--- src/rtl/sbg_pkg.sv ---
// sbg_pkg: register map, field positions and reset values of the serial
// baud rate generator block.
// assumes a single bus clock domain shared by every user of the package.
package sbg_pkg;

    // ****************************************************************
    // register offsets (byte registers on the plain register port)
    // ****************************************************************
    localparam logic [2:0] SBG_OFS_DIV_HIGH   = 3'h0; // divisor high + options
    localparam logic [2:0] SBG_OFS_DIV_LOW    = 3'h1; // divisor low byte
    localparam logic [2:0] SBG_OFS_CTRL       = 3'h2; // rx / tx enables
    localparam logic [2:0] SBG_OFS_IRQ_STATUS = 3'h3; // sticky event bits
    localparam logic [2:0] SBG_OFS_IRQ_MASK   = 3'h4; // event mask

    // ****************************************************************
    // field positions
    // ****************************************************************
    localparam int SBG_BIT_BRK_IE   = 7; // break detect irq enable
    localparam int SBG_BIT_EDGE_IE  = 6; // rx edge irq enable
    localparam int SBG_BIT_STOP_SEL = 5; // stop bit count select
    localparam int SBG_DIV_HI_MSB   = 4; // divisor bits 12..8 in 4..0
    localparam int SBG_BIT_RX_EN    = 0; // control: receiver enable
    localparam int SBG_BIT_TX_EN    = 1; // control: transmitter enable
    localparam int SBG_EVT_BRK      = 0; // status/mask: break flag event
    localparam int SBG_EVT_EDGE     = 1; // status/mask: rx edge event
    localparam int SBG_EVT_TICK     = 2; // status/mask: bit period done
    localparam int SBG_NUM_EVT      = 3; // number of event bits

    // ****************************************************************
    // widths, reset values and counts
    // ****************************************************************
    localparam int SBG_DIV_W = 13; // combined divisor width
    localparam logic [7:0]  SBG_RST_DIV_HIGH = 8'h00;
    localparam logic [7:0]  SBG_RST_DIV_LOW  = 8'h04;
    localparam logic [7:0]  SBG_RST_CTRL     = 8'h00;
    localparam logic [7:0]  SBG_RST_MASK     = 8'h00;
    localparam logic [3:0]  SBG_OVERSAMPLE_LAST = 4'hf; // 16 ticks per bit
    localparam logic [12:0] SBG_DIV_ZERO = 13'h0000;
    localparam logic [12:0] SBG_DIV_ONE  = 13'h0001;

endpackage

--- src/rtl/sbg_prescaler.sv ---
// sbg_prescaler: modulo divider producing the 16x sample tick and the
// bit-rate tick from the bus clock.
// assumes the divisor is stable except at the load of a new value.
`timescale 1ns/1ps
module sbg_prescaler (
    input  wire logic        i_clk_sys,   // bus clock
    input  wire logic        i_resetn,    // async reset, active low
    input  wire logic        i_run,       // generator allowed to count
    input  wire logic [12:0] i_divisor,   // modulo value, 0 = off
    output logic             o_tick16,    // one pulse per 1/16 bit
    output logic             o_bit_tick   // one pulse per bit period
);
    import sbg_pkg::*;

    // ****************************************************************
    // counters
    // ****************************************************************
    logic [12:0] div_cnt;     // counts bus clocks within one sample
    logic [3:0]  os_cnt;      // counts samples within one bit
    wire         active;      // generator switching at all
    wire         div_wrap;    // last bus clock of a sample period
    wire         os_wrap;     // last sample of a bit period

    // a zero divisor halts everything, so no flop toggles
    assign active   = i_run && (i_divisor != SBG_DIV_ZERO);
    // modulo-n count gives bus_clock / (16 * n)
    assign div_wrap = active && (div_cnt >= i_divisor - SBG_DIV_ONE);
    assign os_wrap  = div_wrap && (os_cnt == SBG_OVERSAMPLE_LAST);

    // divisor counter; held at zero while idle
    always_ff @(posedge i_clk_sys or negedge i_resetn) begin
        if (!i_resetn) begin
            div_cnt <= SBG_DIV_ZERO;
        end else if (!active || div_wrap) begin
            div_cnt <= SBG_DIV_ZERO;
        end else begin
            div_cnt <= div_cnt + SBG_DIV_ONE;
        end
    end

    // oversample counter; 16 sample periods make one bit
    always_ff @(posedge i_clk_sys or negedge i_resetn) begin
        if (!i_resetn) begin
            os_cnt <= 4'h0;
        end else if (!active) begin
            os_cnt <= 4'h0;
        end else if (div_wrap) begin
            os_cnt <= os_cnt + 4'h1;
        end
    end

    // registered tick outputs
    always_ff @(posedge i_clk_sys or negedge i_resetn) begin
        if (!i_resetn) begin
            o_tick16   <= 1'b0;
            o_bit_tick <= 1'b0;
        end else begin
            o_tick16   <= div_wrap;
            o_bit_tick <= os_wrap;
        end
    end

endmodule

--- src/rtl/sbg_top.sv ---
// sbg_top: baud divisor registers, option bits, enables and interrupt
// logic of the serial baud rate generator.
// assumes the shifters sit outside and take the ticks, the stop select
// and the enables; the two status flags arrive as levels from them.
//
// Summary of operation
// - high half buffered until low half written
// - break irq while flag set and enabled
// - edge irq while flag set and enabled
// - stop select: 0 one, 1 two stops
// - divisor zero stops the generator
// - bit rate is bus clock over 16n
// - generator off until rx/tx first enabled
// - divisor bits form one 13-bit value
`timescale 1ns/1ps
module sbg_top (
    input  wire logic        i_clk_sys,          // bus clock, 20 MHz
    input  wire logic        i_resetn,           // async reset, active low
    input  wire logic [2:0]  i_addr,             // register offset
    input  wire logic [7:0]  i_wdata,            // write data
    input  wire logic        i_wr,               // write strobe
    input  wire logic        i_rd,               // read strobe
    output logic      [7:0]  o_rdata,            // read data, next cycle
    input  wire logic        i_break_detect_flag, // break flag level
    input  wire logic        i_rx_edge_flag,      // rx edge flag level
    output logic             o_stop_bit_count_sel, // 0 one, 1 two stops
    output logic             o_receiver_enable,    // to receiver
    output logic             o_transmitter_enable, // to transmitter
    output logic [12:0]      o_baud_divisor_value, // active divisor
    output logic             o_baud_run,          // generator counting
    output logic             o_tick16,            // 16x sample pulse
    output logic             o_bit_tick,          // bit period pulse
    output logic             o_serial_irq,        // flag interrupt req
    output logic             o_irq                // masked status irq
);
    import sbg_pkg::*;

    // ****************************************************************
    // register state
    // ****************************************************************
    logic [7:0] div_high_buf;   // what software last wrote to high reg
    logic [4:0] div_high_act;   // working high divisor bits
    logic [7:0] div_low;        // low divisor byte, active at once
    logic [1:0] ctrl;           // receiver / transmitter enables
    logic       armed;          // set once rx or tx was enabled
    logic [SBG_NUM_EVT-1:0] irq_status; // sticky events
    logic [SBG_NUM_EVT-1:0] irq_mask;   // event mask
    logic       brk_q;          // break flag last cycle
    logic       edge_q;         // edge flag last cycle
    logic [7:0] next_rdata;     // read mux result

    // ****************************************************************
    // address decode
    // ****************************************************************
    wire wr_high   = i_wr && (i_addr == SBG_OFS_DIV_HIGH);
    wire wr_low    = i_wr && (i_addr == SBG_OFS_DIV_LOW);
    wire wr_ctrl   = i_wr && (i_addr == SBG_OFS_CTRL);
    wire wr_mask   = i_wr && (i_addr == SBG_OFS_IRQ_MASK);
    wire rd_status = i_rd && (i_addr == SBG_OFS_IRQ_STATUS);

    // ****************************************************************
    // derived controls
    // ****************************************************************
    wire brk_ie  = div_high_buf[SBG_BIT_BRK_IE];
    wire edge_ie = div_high_buf[SBG_BIT_EDGE_IE];
    // enable bit written to one arms the generator for good
    wire en_write = wr_ctrl && (i_wdata[SBG_BIT_RX_EN] ||
                                i_wdata[SBG_BIT_TX_EN]);
    // rising edges of incoming flags and the bit tick are the sticky events
    wire brk_rise  = i_break_detect_flag && !brk_q;
    wire edge_rise = i_rx_edge_flag && !edge_q;
    wire [SBG_NUM_EVT-1:0] evt_set;

    assign evt_set[SBG_EVT_BRK]  = brk_rise;
    assign evt_set[SBG_EVT_EDGE] = edge_rise;
    assign evt_set[SBG_EVT_TICK] = o_bit_tick;

    // high bits join low byte as one combined divisor
    assign o_baud_divisor_value = {div_high_act, div_low};
    assign o_baud_run           = armed &&
                                  (o_baud_divisor_value != SBG_DIV_ZERO);
    // stop count select straight from the option bit
    assign o_stop_bit_count_sel = div_high_buf[SBG_BIT_STOP_SEL];
    assign o_receiver_enable    = ctrl[SBG_BIT_RX_EN];
    assign o_transmitter_enable = ctrl[SBG_BIT_TX_EN];
    // level requests follow the flags while enabled
    assign o_serial_irq = (brk_ie && i_break_detect_flag) ||
                          (edge_ie && i_rx_edge_flag);
    assign o_irq        = |(irq_status & irq_mask);

    // ****************************************************************
    // divisor registers
    // ****************************************************************
    // high write buffers the divisor bits and sets the option bits at once; the low write commits the divisor
    always_ff @(posedge i_clk_sys or negedge i_resetn) begin
        if (!i_resetn) begin
            div_high_buf <= SBG_RST_DIV_HIGH;
        end else if (wr_high) begin
            div_high_buf <= i_wdata;
        end
    end

    // low write loads low byte and transfers buffered high
    always_ff @(posedge i_clk_sys or negedge i_resetn) begin
        if (!i_resetn) begin
            div_high_act <= SBG_RST_DIV_HIGH[SBG_DIV_HI_MSB:0];
            div_low      <= SBG_RST_DIV_LOW;
        end else if (wr_low) begin
            div_high_act <= div_high_buf[SBG_DIV_HI_MSB:0];
            div_low      <= i_wdata;
        end
    end

    // ****************************************************************
    // control and arming
    // ****************************************************************
    // enables are plain bits; arming survives clearing them
    always_ff @(posedge i_clk_sys or negedge i_resetn) begin
        if (!i_resetn) begin
            ctrl  <= SBG_RST_CTRL[1:0];
            armed <= 1'b0;
        end else begin
            if (wr_ctrl) begin
                ctrl <= i_wdata[1:0];
            end
            if (en_write) begin
                armed <= 1'b1;
            end
        end
    end

    // ****************************************************************
    // interrupt status and mask
    // ****************************************************************
    // set beats the clear-on-read so no event is lost
    always_ff @(posedge i_clk_sys or negedge i_resetn) begin
        if (!i_resetn) begin
            irq_status <= '0;
            brk_q      <= 1'b0;
            edge_q     <= 1'b0;
        end else begin
            irq_status <= (rd_status ? '0 : irq_status) | evt_set;
            brk_q      <= i_break_detect_flag;
            edge_q     <= i_rx_edge_flag;
        end
    end

    // mask register, same layout as status
    always_ff @(posedge i_clk_sys or negedge i_resetn) begin
        if (!i_resetn) begin
            irq_mask <= SBG_RST_MASK[SBG_NUM_EVT-1:0];
        end else if (wr_mask) begin
            irq_mask <= i_wdata[SBG_NUM_EVT-1:0];
        end
    end

    // ****************************************************************
    // read path
    // ****************************************************************
    // high register reads back its buffered value, so software sees
    // what it wrote even before the low write commits it
    always_comb begin
        next_rdata = 8'h00;
        if (i_addr == SBG_OFS_DIV_HIGH) begin
            next_rdata = div_high_buf & 8'he_0 | {3'h0, div_high_buf[4:0]};
        end else if (i_addr == SBG_OFS_DIV_LOW) begin
            next_rdata = div_low;
        end else if (i_addr == SBG_OFS_CTRL) begin
            next_rdata = {6'h00, ctrl};
        end else if (i_addr == SBG_OFS_IRQ_STATUS) begin
            next_rdata = {5'h00, irq_status};
        end else if (i_addr == SBG_OFS_IRQ_MASK) begin
            next_rdata = {5'h00, irq_mask};
        end
    end

    // read data stands only in the cycle after the strobe
    always_ff @(posedge i_clk_sys or negedge i_resetn) begin
        if (!i_resetn) begin
            o_rdata <= 8'h00;
        end else if (i_rd) begin
            o_rdata <= next_rdata;
        end else begin
            o_rdata <= 8'h00;
        end
    end

    // ****************************************************************
    // generator
    // ****************************************************************
    // counts only when armed and divisor non-zero
    sbg_prescaler u_prescaler (
        .i_clk_sys  (i_clk_sys),
        .i_resetn   (i_resetn),
        .i_run      (armed),
        .i_divisor  (o_baud_divisor_value),
        .o_tick16   (o_tick16),
        .o_bit_tick (o_bit_tick)
    );

endmodule

--- config.mk ---
export PLATFORM = sky130hd
export DESIGN_NAME = sbg_top
export DESIGN_NICKNAME = d
export VERILOG_FILES = /design/src/rtl/sbg_pkg.sv /design/src/rtl/sbg_prescaler.sv /design/src/rtl/sbg_top.sv
export SDC_FILE = /design/constraint.sdc
export NUM_CORES = 1
export LEC_CHECK = 0
export ABC_AREA = 0
export BUFFER_PORTS_ARGS = -buffer_cell sky130_fd_sc_hd__buf_2
export CAP_MARGIN = 10
export CORE_ASPECT_RATIO = 2
export CORE_MARGIN = 2
export CORE_UTILIZATION = 60
export DETAILED_ROUTE_END_ITERATION = 16
export GPL_ROUTABILITY_DRIVEN = 0
export PLACE_DENSITY = 0.88
export REMOVE_ABC_BUFFERS = 1
export SYNTH_ARGS = -nofsm -noshare
export SYNTH_HDL_FRONTEND = slang
export SYNTH_SLANG_ARGS = --single-unit
--- constraint.sdc ---
create_clock -name i_clk_sys -period 8.7 [get_ports i_clk_sys]
set_input_delay 0.87 -clock i_clk_sys [delete_from_list [all_inputs] [get_ports i_clk_sys]]
set_output_delay 0.87 -clock i_clk_sys [all_outputs]
set_load 0.02 [all_outputs]
After elaboration in Yosys (flattened, before gate mapping)
Cells that the tools add are included.
{ "classes": {"addsub": 3, "n_lt_le_gt_ge": 1, "eq_ne": 6, "n_mux": 10, "bitwise_logic": 3, "reduce_logical": 22} }
{ "ops": {"columns": ["cell", "n"], "rows": [
  ["$mux W8", 3],
  ["$add A13 B1 Y13 const B", 1],
  ["$ge A13 B13 Y1", 1],
  ["$logic_and A1 B1 Y1", 13],
  ["$mux W13", 1],
  ["$reduce_bool A13 Y1", 1],
  ["$sub A13 B1 Y13 const B", 1],
  ["$mux W3", 4],
  ["$mux W4", 2],
  ["$or A8 B5 Y8", 1],
  ["$eq A3 B2 Y1 const B", 2],
  ["$add A4 B1 Y4 const B", 1],
  ["$eq A4 B4 Y1 const B", 1],
  ["$and A3 B3 Y3", 1],
  ["$eq A3 B1 Y1 const B", 1],
  ["$eq A3 B3 Y1 const B", 1],
  ["$logic_not A1 Y1", 3],
  ["$logic_not A3 Y1", 1],
  ["$logic_or A1 B1 Y1", 3],
  ["$or A3 B3 Y3", 1],
  ["$reduce_or A3 Y1", 1],
  ["$ne A2 B2 Y1 const B", 1]
]} }
{ "word_totals": {"register_bits": 59, "inputBits": 17, "output_inout_bits": 29, "elab_cells": 59} }

Depth between registers and ports, before layout
{ "logic_depth": {"ltp_word": 7, "ltp_mapped": 12, "mapped_depth_nobuf": 11} }

Hierarchy
A second synthesis with hierarchy kept.
{ "hier_totals": {"hier_cells": 280, "area_unflattened_um2": 3090.5} }
{ "modules_own_cells": {"columns": ["module", "instances", "cells_per_inst", "area_each_um2"], "rows": [
  ["sbg_top", 1, 127, 1704.1],
  ["sbg_prescaler", 1, 153, 1386.3]
]} }

Worst setup path before layout
OpenSTA, ideal clock, no wires.
{ "synth_timing": {"path_type": "register to register", "from": "register div_low[7]", "to": "register u_prescaler.os_cnt[2]", "setup_ps": 79, "arrival_ps": 2773, "required_ps": 8621, "setup_slack_ps": 5848, "path_stages_with_launch": 10, "synth_period_minus_slack_ps": 2852, "path_cell_list": "dfrtp_1 > or4_4 > nor3_1 > xnor2_1 > ha_1 > nand4_1 > nor4_1 > or3_1 > o31ai_1 > mux2i_1"} }
{ "synth_via": {"elab_chain_cells": 4, "word_cells_on_any_way": 7} }
{ "synth_rtl": {"columns": ["element", "line", "text"], "rows": [
  ["start: declaration", "sbg_top.sv:43", "logic [7:0] div_low;"],
  ["start signal: assignment", "sbg_top.sv:110", "div_low <= i_wdata;"],
  ["$sub A13 B1 Y13 / $reduce_bool A13 Y1 (equally long branches)", "sbg_prescaler.sv:27, sbg_prescaler.sv:25", null],
  ["$ge A13 B13 Y1 / $logic_and A1 B1 Y1 (equally long branches)", "sbg_prescaler.sv:27, sbg_prescaler.sv:25", null],
  ["$logic_and A1 B1 Y1", "sbg_prescaler.sv:27", "assign div_wrap = active && (div_cnt >= i_divisor - SBG_DIV_ONE);"],
  ["$ne A2 B2 Y1 (no source line)", null, null],
  ["end signal: assignment", "sbg_prescaler.sv:48", "os_cnt <= os_cnt + 4'h1;"],
  ["end: declaration", "sbg_prescaler.sv:19", "logic [3:0] os_cnt;"]
]} }
Several ways; a longest one is shown, not always the timed one.
A chain may end at the register's enable or synchronous reset.

Worst setup path in the final report
Same ends and word-level chain as after synthesis.

==> impl_metrics.ini <==
[run_status]
status = completed

[worst_setup_path]
crit_slowest_cell = or4_4
crit_path_max_fanout = 8
timing.rr.start = div_low[7]$_DFFE_PN0P_
critical_path.max_stage_delay_ns = 0.61
ff2ff_path_depth = 9
setup.worst_path.end_class = flop
r2r_slack_ns = 5.69
startpoint_type = flop
worstPathRequired_ns = 8.98
r2r-end = u_prescaler.os_cnt[2]$_DFFE_PN0P_
crit_buf_inv = 0
path_delay_family = simple AND/OR/NAND/NOR gates
worstPathCellList = or4_4 -> nor3_1 -> xnor2_1 -> ha_1 -> nand4_1 -> nor4_1 -> or3_1 -> o31ai_1 -> mux2i_1
arrival_ns = 3.28
path_class = reg -> reg

[layout]
syn2layout_area_growth_pct = 15.76
nNetsFinal = 364
drive_above_1_share_pct = 27.16
diodes = 0

[cts]
cts_buffer_depth = 2
clk_pin_slew_worst_paths_ns = 0.06
h-tree-depth = 3
tritoncts = yes
cts_hold_buf = 0
clock-sinks = 59
post_cts_buffers = 0
clock_latency_ns = 0.35
numCtsBuffers = 9
root_buffer = clkbuf_8
cts_resized = 0

[pwr]
leakage_nw = 1.704
peakVddDrop_uv = 219.2
power_density_mw_per_mm2 = 254.4
power_mw = 0.8930

[hold_path]
min_to = irq_status[1]$_DFF_PN0_
min_path_cells = 1
hold_path.class = reg -> reg
holdCritStartpoint = edge_q$_DFF_PN0_

[timing]
final_hold_viol_count = 0
worstMarginPinSlew_ns = 0.7457
period_minus_slack_ns = 3.005
drv_slew = 0
fmax_mhz = 332.7
slew_headroom_pct = 50.02
fin_ws_ns = 5.695
setup_tns_ns = 0
setup_viol = 0
fin_crit_sh_pct = 34.55
finClkSkew_ns = 0.007468
rsz0062_at_grt = no

[grt]
antenna_found_initial = 0
grt_pass1_vias = 2455
grt_max_degree = 60
grt_pass1_wl_mm = 11.10
grt-ovfl-total = 0
track_usage_pct = 27.99

[place]
dpl.hpwl_mm = 5.142
place_ws_ns = 5.735
port_buffers = 45

[die]
dieWidth_um = 54.28
std_cell_rows = 36
die_height_um = 104.5
die_area_mm2 = 0.005674
io_pins = 46
coreArea_mm2 = 0.004865
start_util_pct = 62.35

[detailed_routing]
drt_iter0_markers = 63
vias = 2327
antenna_left = 0
drcViolationCount = 0
routedWlPerCell_um = 17.35
drtPass1Iterations = 4
wirelength_mm = 6.802
vias_per_cell = 5.936

[logic_synthesis]
synth_cell_types = 42
ys_seq_area_share_pct = 48.72
syn_inst = 279
yosysMostFrequentCell = dfrtp_1
yosysTopAreaCell = dfrtp_1
synth_top_area_share_pct = 47.85
async_reset_ff_share_pct = 100.0
synth_ff_type = dfrtp_1
ys_top_cells_by_area = dfrtp_1 48%, mux2_2 8.5%, ha_1 7.0%, nor2_1 3.8%, xnor2_1 3.8%
synth_edf_count = 0
avgSynthCellArea_um2 = 10.87
yosys-top-cells-count = 58 x dfrtp_1, 31 x nor2_1, 23 x mux2_2, 23 x nand2_1, 17 x ha_1
synth.ff_latch_count = 59
synth_warnings = 0
syn-cell-area_mm2 = 0.003033

[run]
maxCapViolCount = 0
metrics by stage:
step	hold slack, ns	util [%]	area [um^2]	instances
after floorplan	0.3996	-	3000	273
after global placement	0.4093	67.93	3304	376
after detailed placement	0.4228	67.93	3304	376
after CTS	0.4314	72.17	3511	392
after global routing	0.4407	72.17	3511	392
final	0.4252	72.17	3511	392
cell usage in the layout (no fill, tap or decap), types with 2 or more instances in the layout:
cell,count
nor2_1,31
o21ai_0,10
nor4_1,3
and3_1,6
clkbuf_8,12
nor3_1,9
dfrtp_1,58
inv_1,9
xnor2_1,13
nand3_1,12
o31ai_1,2
mux2i_1,7
nand2_1,23
nand4_1,3
ha_1,17
a21boi_0,2
nor3b_1,3
mux2_2,23
clkbuf_1,3
or2b_1,2
mux4_2,2
xor2_1,9
nand2b_1,5
a21oi_1,7
buf_2,45
power by group:
group	internal [mW]	leakage, nW	switching [mW]
clock	0.156	0.104	0.103
combinational	0.111	0.853	0.141
sequential	0.323	0.747	0.0592
total	0.590	1.70	0.303
state kept, by name, indices dropped and copies added, names as in the netlist, 3 cells and up:
| register | count |
|---|---|
| u_prescaler.div_cnt | 13 |
| div_low | 8 |
| u_prescaler.os_cnt | 4 |
| irq_mask | 3 |
| o_rdata | 8 |
| irq_status | 3 |
| div_high_buf | 8 |
| div_high_act | 5 |
routing by layer:
layer | GRT usage [%] | up-vias | wire, um
li1 | - | 1080 | -
met1 | 28.80 | 1126 | 2315
met2 | 44.92 | 82 | 3730
met3 | 5.857 | 39 | 262
met4 | 23.57 | 0 | 494
met5 | 0 | - | 0
final cells by class:
cell class / instances / area [um^2]
multi-input combinational: 204 / 1485
sequential: 59 / 1478
fill: 350 / 1354
timing repair buffer: 46 / 232.7
clock buffer: 15 / 176.4
tap: 57 / 71.32
inverter: 10 / 37.54
clock inverter: 1 / 30.03
worst max path at each step:
stage / start / end / cells after the start
after floorplan: div_low[7]$_DFFE_PN0P_ / u_prescaler.os_cnt[2]$_DFFE_PN0P_ / 9
after global placement: div_low[7]$_DFFE_PN0P_ / u_prescaler.os_cnt[2]$_DFFE_PN0P_ / 9
after CTS: div_low[7]$_DFFE_PN0P_ / o_baud_run / 4
final: div_low[7]$_DFFE_PN0P_ / u_prescaler.os_cnt[2]$_DFFE_PN0P_ / 9
after detailed placement: div_low[7]$_DFFE_PN0P_ / u_prescaler.os_cnt[3]$_DFFE_PN0P_ / 9
after global routing: div_low[3]$_DFFE_PN0P_ / u_prescaler.div_cnt[1]$_DFF_PN0_ / 11
cells by family (layout without fill, tap and decap cells):
logic type,count (synthesis),in the layout,synth area share (%)
buffers and inverters,16,72,2.310
adder cells (fa/ha/maj),17,17,7.013
multiplexers,32,32,12.34
AO/OA/AOI/OAI,29,29,6.353
XOR/XNOR,22,22,6.353
AND/OR/NAND/NOR,104,104,16.91
flip-flops,59,59,48.72
Power figures use the tool's default switching activity.
